### src/design/adc_seq_pkg.sv
package adc_seq_pkg;
    localparam int DATA_W = 32;
    localparam int ADDR_W = 4;
    localparam int RES_W = 10;
    localparam int BUF_DEPTH = 16;
    localparam int HALF_DEPTH = 8;
    localparam int CONV_TADS = 12;
    // register word addresses
    localparam logic [ADDR_W-1:0] REG_CTRL_ONE = 4'h0;
    localparam logic [ADDR_W-1:0] REG_CTRL_TWO = 4'h1;
    localparam logic [ADDR_W-1:0] REG_CTRL_THREE = 4'h2;
    localparam logic [ADDR_W-1:0] REG_INPUT_SEL = 4'h3;
    localparam logic [ADDR_W-1:0] REG_RESULT = 4'h8;
    // control one fields
    localparam int ON_BIT = 15;
    localparam int TRIG_LSB = 5;
    localparam int AUTO_SAMPLE_BIT_BIT = 2;
    localparam int SAMPLE_CONTROL_BIT_BIT = 1;
    localparam int DONE_BIT = 0;
    // control two fields
    localparam int HALF_BIT = 7;
    localparam int SAMPLES_PER_INTERRUPT_LSB = 2;
    localparam int DUAL_BIT = 1;
    localparam int ALT_BIT = 0;
    // control three fields
    localparam int RC_BIT = 15;
    localparam int AUTO_SAMPLE_CLOCK_COUNT_LSB = 8;
    localparam int PRE_LSB = 0;
    // input select fields
    localparam int A_POS_LSB = 16;
    localparam int A_NEG_BIT = 23;
    localparam int B_POS_LSB = 24;
    localparam int B_NEG_BIT = 31;
    localparam logic [2:0] TRIG_MANUAL = 3'h0;
    localparam logic [2:0] TRIG_AUTO = 3'h7;
    localparam logic [DATA_W-1:0] BAD_READ = 32'h0000_0000;
    typedef enum logic [1:0] {ST_IDLE, ST_SAMPLE, ST_CONVERT} seq_state_t;
endpackage

### src/design/sar_adc_sequencer.sv
// Implementation choices: the register offsets and the Avalon-MM interface to the registers.
`timescale 1ns/10ps
module sar_adc_sequencer (
    // clock and reset
    input wire logic clk,
    input wire logic sys_rst,
    // avalon-mm slave
    input wire logic [adc_seq_pkg::ADDR_W-1:0] address,
    input wire logic read,
    input wire logic write,
    input wire logic [adc_seq_pkg::DATA_W-1:0] writedata,
    output logic [adc_seq_pkg::DATA_W-1:0] readdata,
    output logic waitrequest,
    // rc oscillator, asynchronous
    input wire logic rc_osc,
    // converter core
    input wire logic [adc_seq_pkg::RES_W-1:0] core_result,
    output logic core_enable,
    output logic core_sample,
    output logic core_convert,
    output logic [3:0] mux_pos_select,
    output logic mux_neg_select,
    // sequence event
    output logic seq_done_flag
);
    import adc_seq_pkg::*;

    logic [DATA_W-1:0] ctrl_one_q, ctrl_two_q, ctrl_three_q, input_sel_q;
    logic [RES_W-1:0] buf_q [BUF_DEPTH];
    logic [2:0] rc_sync_q;
    logic rc_prev_q;
    logic [7:0] pre_cnt_q;
    logic tad_half_q;
    logic tad_tick;
    logic [4:0] tad_cnt_q;
    logic [3:0] smp_cnt_q;
    logic [3:0] ptr_q;
    logic half_q;
    logic use_b_q;
    logic sample_control_bit_prev_q;
    seq_state_t state_q;
    logic wr_ctrl_one, bus_hit_q;
    logic conv_end, sample_control_bit_fall, sample_control_bit_start;

    // field decode helper
    function automatic logic bit_of(input logic [DATA_W-1:0] r, input int idx);
        return r[idx];
    endfunction

    wire logic on_w = bit_of(ctrl_one_q, ON_BIT);
    wire logic [2:0] trig_w = ctrl_one_q[TRIG_LSB +: 3];
    wire logic auto_sample_bit_w = bit_of(ctrl_one_q, AUTO_SAMPLE_BIT_BIT);
    wire logic sample_control_bit_w = bit_of(ctrl_one_q, SAMPLE_CONTROL_BIT_BIT);
    wire logic dual_w = bit_of(ctrl_two_q, DUAL_BIT);
    wire logic alt_w = bit_of(ctrl_two_q, ALT_BIT);
    wire logic [3:0] samples_per_interrupt_w = ctrl_two_q[SAMPLES_PER_INTERRUPT_LSB +: 4];
    wire logic rcsel_w = bit_of(ctrl_three_q, RC_BIT);
    wire logic [4:0] auto_sample_clock_count_w = ctrl_three_q[AUTO_SAMPLE_CLOCK_COUNT_LSB +: 5];
    wire logic [7:0] pre_w = ctrl_three_q[PRE_LSB +: 8];

    // avalon: one wait cycle, answer on second edge
    always_ff @(posedge clk or posedge sys_rst) begin
        if (sys_rst) begin
            bus_hit_q <= 1'b0;
        end else begin
            bus_hit_q <= (read | write) & ~bus_hit_q;
        end
    end
    assign wr_ctrl_one = write & bus_hit_q & (address == REG_CTRL_ONE);

    always_ff @(posedge clk or posedge sys_rst) begin
        if (sys_rst) begin
            waitrequest <= 1'b1;
            readdata <= BAD_READ;
        end else begin
            waitrequest <= ~((read | write) & ~bus_hit_q);
            if (read & ~bus_hit_q) begin
                case (address)
                    REG_CTRL_ONE: readdata <= ctrl_one_q;
                    REG_CTRL_TWO: readdata <= {ctrl_two_q[DATA_W-1:HALF_BIT+1], half_q,
                                               ctrl_two_q[HALF_BIT-1:0]};
                    REG_CTRL_THREE: readdata <= ctrl_three_q;
                    REG_INPUT_SEL: readdata <= input_sel_q;
                    default: begin
                        if (address >= REG_RESULT) begin
                            readdata <= {22'h0, buf_q[{1'b0, address[2:0]}]};
                        end else begin
                            readdata <= BAD_READ;
                        end
                    end
                endcase
            end
        end
    end

    // control registers; hardware updates sample and done bits
    always_ff @(posedge clk or posedge sys_rst) begin
        if (sys_rst) begin
            ctrl_one_q <= 32'h0;
            ctrl_two_q <= 32'h0;
            ctrl_three_q <= 32'h0;
            input_sel_q <= 32'h0;
        end else begin
            if (write & bus_hit_q) begin
                case (address)
                    REG_CTRL_ONE: ctrl_one_q <= writedata;
                    REG_CTRL_TWO: ctrl_two_q <= writedata;
                    REG_CTRL_THREE: ctrl_three_q <= writedata;
                    REG_INPUT_SEL: input_sel_q <= writedata;
                    default: ;
                endcase
            end
            // hardware sets win over software writes
            if (sample_control_bit_start) begin
                ctrl_one_q[SAMPLE_CONTROL_BIT_BIT] <= 1'b1;
                ctrl_one_q[DONE_BIT] <= 1'b0;
            end
            if (state_q == ST_SAMPLE && trig_w == TRIG_AUTO && tad_tick
                && tad_cnt_q >= auto_sample_clock_count_w) begin
                ctrl_one_q[SAMPLE_CONTROL_BIT_BIT] <= 1'b0;
            end
            if (conv_end && smp_cnt_q == samples_per_interrupt_w) begin
                ctrl_one_q[DONE_BIT] <= 1'b1;
            end
            if (!on_w && !(wr_ctrl_one && writedata[ON_BIT])) begin
                ctrl_one_q[SAMPLE_CONTROL_BIT_BIT] <= 1'b0;
            end
        end
    end

    // rc clock: three-stage synchroniser, edge when stages two and three agree
    always_ff @(posedge clk or posedge sys_rst) begin
        if (sys_rst) begin
            rc_sync_q <= 3'h0;
            rc_prev_q <= 1'b0;
        end else begin
            rc_sync_q <= {rc_sync_q[1:0], rc_osc};
            if (rc_sync_q[1] == rc_sync_q[2]) begin
                rc_prev_q <= rc_sync_q[2];
            end
        end
    end

    // conversion clock tick: rc rising edge or prescaled bus clock
    always_ff @(posedge clk or posedge sys_rst) begin
        if (sys_rst) begin
            pre_cnt_q <= 8'h0;
            tad_half_q <= 1'b0;
            tad_tick <= 1'b0;
        end else begin
            tad_tick <= 1'b0;
            if (!on_w) begin
                pre_cnt_q <= 8'h0;
                tad_half_q <= 1'b0;
            end else if (rcsel_w) begin
                tad_tick <= rc_sync_q[1] & rc_sync_q[2] & ~rc_prev_q;
            end else if (pre_cnt_q >= pre_w) begin
                pre_cnt_q <= 8'h0;
                tad_half_q <= ~tad_half_q;
                tad_tick <= tad_half_q;
            end else begin
                pre_cnt_q <= pre_cnt_q + 8'h1;
            end
        end
    end

    assign sample_control_bit_fall = sample_control_bit_prev_q & ~sample_control_bit_w;
    assign conv_end = (state_q == ST_CONVERT) && tad_tick
                      && (tad_cnt_q == 5'(CONV_TADS - 1));
    assign sample_control_bit_start = on_w && auto_sample_bit_w && (state_q == ST_IDLE) && !sample_control_bit_w;

    // acquire / convert sequencer
    always_ff @(posedge clk or posedge sys_rst) begin
        if (sys_rst) begin
            state_q <= ST_IDLE;
            tad_cnt_q <= 5'h0;
            sample_control_bit_prev_q <= 1'b0;
        end else begin
            sample_control_bit_prev_q <= sample_control_bit_w;
            if (!on_w) begin
                state_q <= ST_IDLE;
                tad_cnt_q <= 5'h0;
            end else begin
                case (state_q)
                    ST_IDLE: begin
                        tad_cnt_q <= 5'h0;
                        if (sample_control_bit_w) begin
                            state_q <= ST_SAMPLE;
                        end
                    end
                    ST_SAMPLE: begin
                        if (tad_tick && tad_cnt_q != 5'h1f) begin
                            tad_cnt_q <= tad_cnt_q + 5'h1;
                        end
                        if (trig_w == TRIG_AUTO && tad_tick && tad_cnt_q >= auto_sample_clock_count_w) begin
                            state_q <= ST_CONVERT;
                            tad_cnt_q <= 5'h0;
                        end else if (trig_w == TRIG_MANUAL && sample_control_bit_fall) begin
                            state_q <= ST_CONVERT;
                            tad_cnt_q <= 5'h0;
                        end
                    end
                    ST_CONVERT: begin
                        if (conv_end) begin
                            state_q <= ST_IDLE;
                            tad_cnt_q <= 5'h0;
                        end else if (tad_tick) begin
                            tad_cnt_q <= tad_cnt_q + 5'h1;
                        end
                    end
                    default: state_q <= ST_IDLE;
                endcase
            end
        end
    end

    // buffer pointer, sample counter, half indicator, alternation
    always_ff @(posedge clk or posedge sys_rst) begin
        if (sys_rst) begin
            smp_cnt_q <= 4'h0;
            ptr_q <= 4'h0;
            half_q <= 1'b0;
            use_b_q <= 1'b0;
            seq_done_flag <= 1'b0;
        end else begin
            seq_done_flag <= 1'b0;
            if (!on_w) begin
                // module off: next sequence starts fresh at slot zero and mux a
                smp_cnt_q <= 4'h0;
                ptr_q <= 4'h0;
                half_q <= 1'b0;
                use_b_q <= 1'b0;
            end else if (conv_end) begin
                use_b_q <= alt_w & ~use_b_q;
                if (smp_cnt_q == samples_per_interrupt_w) begin
                    seq_done_flag <= 1'b1;
                    smp_cnt_q <= 4'h0;
                    use_b_q <= 1'b0;
                    if (dual_w) begin
                        half_q <= ~half_q;
                        ptr_q <= half_q ? 4'h0 : 4'(HALF_DEPTH);
                    end else begin
                        half_q <= 1'b0;
                        ptr_q <= 4'h0;
                    end
                end else begin
                    smp_cnt_q <= smp_cnt_q + 4'h1;
                    ptr_q <= ptr_q + 4'h1;
                end
            end
        end
    end

    // result storage at conversion end only
    always_ff @(posedge clk or posedge sys_rst) begin
        if (sys_rst) begin
            for (int i = 0; i < BUF_DEPTH; i++) begin
                buf_q[i] <= 10'h0;
            end
        end else if (conv_end) begin
            buf_q[ptr_q] <= core_result;
        end
    end

    // core and mux drive
    always_ff @(posedge clk or posedge sys_rst) begin
        if (sys_rst) begin
            core_enable <= 1'b0;
            core_sample <= 1'b0;
            core_convert <= 1'b0;
            mux_pos_select <= 4'h0;
            mux_neg_select <= 1'b0;
        end else begin
            core_enable <= on_w;
            core_sample <= on_w && state_q == ST_SAMPLE;
            core_convert <= on_w && state_q == ST_CONVERT;
            if (use_b_q) begin
                mux_pos_select <= input_sel_q[B_POS_LSB +: 4];
                mux_neg_select <= bit_of(input_sel_q, B_NEG_BIT);
            end else begin
                mux_pos_select <= input_sel_q[A_POS_LSB +: 4];
                mux_neg_select <= bit_of(input_sel_q, A_NEG_BIT);
            end
        end
    end
endmodule // sar_adc_sequencer

### config.mk
export PLATFORM = sky130hd
export DESIGN_NAME = sar_adc_sequencer
export DESIGN_NICKNAME = d
export VERILOG_FILES = /design/src/design/adc_seq_pkg.sv /design/src/design/sar_adc_sequencer.sv
export SDC_FILE = /design/constraint.sdc
export NUM_CORES = 1
export LEC_CHECK = 0
export ABC_AREA = 1
export BUFFER_PORTS_ARGS = -buffer_cell sky130_fd_sc_hd__buf_2
export CORE_MARGIN = 1.5
export CORE_UTILIZATION = 50
export CTS_CLUSTER_SIZE = 30
export DETAILED_ROUTE_END_ITERATION = 8
export GPL_TIMING_DRIVEN = 0
export PLACE_DENSITY_LB_ADDON = 0.25
export SYNTH_ARGS = -nofsm -noshare
export SYNTH_HDL_FRONTEND = slang
export SYNTH_SLANG_ARGS = --single-unit
### constraint.sdc
create_clock -name clk -period 10.19 [get_ports clk]
set_input_delay 1.019 -clock clk [delete_from_list [all_inputs] [get_ports clk]]
set_output_delay 1.019 -clock clk [all_outputs]
set_load 0.005 [all_outputs]
==> metrics.md <==
| Metric | Value |
|---|---|
| CP delay by family, top | `flip-flops` |
| Post-synthesis xor/xnor area fraction | `0.762%` |
| Register area share after synthesis | `55.8%` |
| Crit path cell chain | `buf_2` |
| Starting Density | `50.6%` |
| TritonCTS clock tree | `built` |
| Crit path DAT | `1150 ps` |
| Die X | `162 µm` |
| HP Class | `reg -> reg` |
| Synthesized Nets | `1,552` |
| Synth top area cells | `dfrtp_1 56%, nand2_1 17%, o21ai_0 4.9%` |
| TritonCTS Buffers | `30` |
| F_max | `461 MHz` |
| Setup crit end kind | `output port` |
| NumNets Final | `1,678` |
| CTS sink cnt | `282` |
| # diodes | `0` |
| Dpl ws | `~7500 ps` |
| Post-Synth Adder-Cell Area | `2.57%` |
| Post-CTS setup buffers | `0` |
| Setup Total Neg Slack | `0 ps` |
| Die area | `approximately 26,000 µm²` |
| Root cell of the clock tree | `clkbuf_16` |
| Final wirelength | `35,300 µm` |
| Row Count | `58` |
| Combinational family with the most area after synthesis | `simple AND/OR/NAND/NOR gates` |
| Die height | `about 160 µm` |
| Share of cells above drive strength 1 | `14.0%` |
| Drt wl/cell | `18.1 µm` |
| Cells after synthesis | `1,475` |
| Clock slew at reported path FFs | `60 ps` |
| Slew HR | `55.0%` |
| Global-route wire length before repair | `55,700 µm` |
| Syn Area/Cell | `about 8.6 µm²` |
| Synth Area in Simple Gates | `23.5%` |
| Final GP Congestion | `a little over 0.9` |
| Post-synth top area cell | `dfrtp_1` |
| Minimum clock period after layout | `2170 ps` |
| Post-synth top area share | `between 50% and 60%` |
| Avg Vias per Cell | `5.46` |
| Status | `finished clean` |
| Core Area | `25,000 µm²` |
| Slowest cell on the critical path | `dfstp_2` |
| Critical Path Start Type | `flop` |
| Hold-fix buffer count after cts | `0` |
| Met1 WL | `14,700 µm` |
| Largest net degree at the start of global routing | `106` |
| Complex-gate fraction of the synthesized area | `between 10% and 20%` |
| Synthesized flop and latch total | `approximately 280` |
| Met3 WL | `2650 µm` |
| Vias in the first global route | `10,300` |
| Worst vdd ir | `126 µV` |
| Initial antenna violation count | `0` |
| DP Wirelength | `~24,000 µm` |
| Most common cell in the netlist | `nand2_1` |
| Largest stage delay, worst path | `510 ps` |
| Post-route antenna net violation count | `0` |
| Number of synthesized flops with an enable pin | `0` |
| Worst-margin pin slew | `675 ps` |
| Most instantiated cells after synthesis | `568 x nand2_1, 281 x dfrtp_1, 124 x o21ai_0` |
| GR Overflow Total | `0` |
| Buf/Inv on CP | `1` |
| Maximum buffer depth of the clock tree | `3` |
| Worst path required time | `around 9200 ps` |
| TritonRoute pass-1 iters | `6` |
| P&R area growth vs syn | `15.5%` |
| Via total after detailed routing | `10,700` |
| Lkg Pwr | `7.51 nW` |
| Critical path type | `reg -> out` |
| Overall routing resource usage | `a little over a quarter` |
| Async set-reset flop share out of synthesis | `100%` |
| Synth Flop Type | `dfrtp_1` |
| Clk_skew | `approximately 10 ps` |
| Synth Cell Area | `12,600 µm²` |
| Fin. max-slew vios | `0` |
| Htree depth | `1` |
| DR top layer | `met4` |
| RSZ-0062 raised after global routing | `false` |
| Post-synthesis mux area share | `0%` |
| 1st-iter DRT viols | `1,041` |
| PnR worst setup slack | `around 8000 ps` |
| Post-route clock period utilization | `a little over a fifth` |
| Gates resized, CTS repair | `0` |
| Final count of hold timing violations | `0` |
| Yosys cell types | `39` |
| Max cap viols | `0` |
| Port Buffers | `92` |
| Latest clock arrival within the worst-skew pair | `550 ps` |
| Util after Layout | `58.5%` |
| Routed length on met2 | `17,000 µm` |
| Final setup violation count | `0` |
| Largest fanout on the critical path | `1` |
| Pwr Density | `199 nW/µm²` |
| Hold_ws | `347 ps` |
| Top-level port count | `93` |
| # DRC | `0` |
| Yosys Warn Count | `0` |
layout by cell type, fill, tap and decap left out, types with 3 or more instances in the layout:
| cell type | count |
|---|---|
| o21ai_0 | 124 |
| inv_1 | 98 |
| clkbuf_8 | 10 |
| o2111ai_1 | 9 |
| dfrtp_1 | 281 |
| buf_6 | 9 |
| a21oi_1 | 12 |
| nand4_1 | 31 |
| nor3_1 | 3 |
| nor2_1 | 31 |
| nand2_1 | 568 |
| o221ai_1 | 8 |
| xor2_1 | 8 |
| o21ai_1 | 94 |
| a22oi_1 | 3 |
| inv_2 | 7 |
| buf_4 | 3 |
| xnor2_1 | 3 |
| nor2_4 | 4 |
| nand2_2 | 6 |
| ha_1 | 26 |
| clkinv_2 | 7 |
| clkbuf_1 | 17 |
| clkbuf_16 | 31 |
| nor2_2 | 5 |
| nand3_1 | 64 |
| a22o_1 | 3 |
| nand2_4 | 4 |
| buf_2 | 133 |
cell type report:
| cell class | instances | area, µm² |
|---|---|---|
| Timing Repair Buffer | 94 | 515 |
| Inverter | 107 | 410 |
| Sequential cell | 282 | 7060 |
| Fill cell | 2304 | 10400 |
| Tap cell | 330 | 413 |
| Multi-Input combinational cell | 1018 | 4800 |
| Buffer | 68 | 385 |
| Clock buffer | 45 | 928 |
| Clock inverter | 9 | 97.6 |
per-stage QoR:
stage | std cells | instance area, µm² | power, W
after floorplan | 1475 | 12600 | 0.00165
after global placement | 1897 | 13500 | 0.00179
after detailed placement | 1899 | 13600 | 0.00181
after CTS | 1953 | 14600 | 0.00292
after global routing | 1953 | 14600 | 0.00305
final | 1953 | 14600 | 0.00291
flip-flops by register name (all words and copies together) (netlist names), 2 cells and up:
| name | cells |
|---|---|
| ctrl_three_q | 32 |
| input_sel_q | 32 |
| ctrl_one_q | 32 |
| smp_cnt_q | 4 |
| ctrl_two_q | 31 |
| buf_q | 80 |
| rc_sync_q | 3 |
| state_q | 2 |
| readdata | 32 |
| ptr_q | 4 |
| tad_cnt_q | 5 |
| mux_pos_select | 4 |
| pre_cnt_q | 8 |
final timing paths:
check | startpoint | end | slack (ps) | cells after the start
setup reg to reg | bus_hit_q | readdata[2] | 8200 | 5
hold reg to reg | rc_sync_q[0] | rc_sync_q[1] | 350 | 0
hold / removal | rc_sync_q[0] | rc_sync_q[1] | 350 | 0
max in group asynchronous | sys_rst | tad_cnt_q[0] | 8700 | 3
min in group asynchronous | sys_rst | readdata[22] | 570 | 2
setup / recovery | waitrequest | waitrequest | 8020 | 1
power by group:
group          switching (W)  leakage (nW)  internal [W]
Combinational       0.000281          3.64      0.000156
Clock               0.000443         0.511      0.000675
Sequential         0.0000900          3.36       0.00126
metal layers:
layer,GRT usage [%],vias up
met1,36.7,5156
met4,8.59,0
met5,0,-
met2,46.2,415
li1,-,5027
met3,4.26,72
cell families after synthesis:
group,count (synthesis)
AOI/OAI and AO/OA,260
buffers and inverters,175
xor gates and xnor gates,11
and+or+nand+nor,721
adders and majority gates,26
DFF,282
Note: power is estimated with default switching activity, not from simulation.
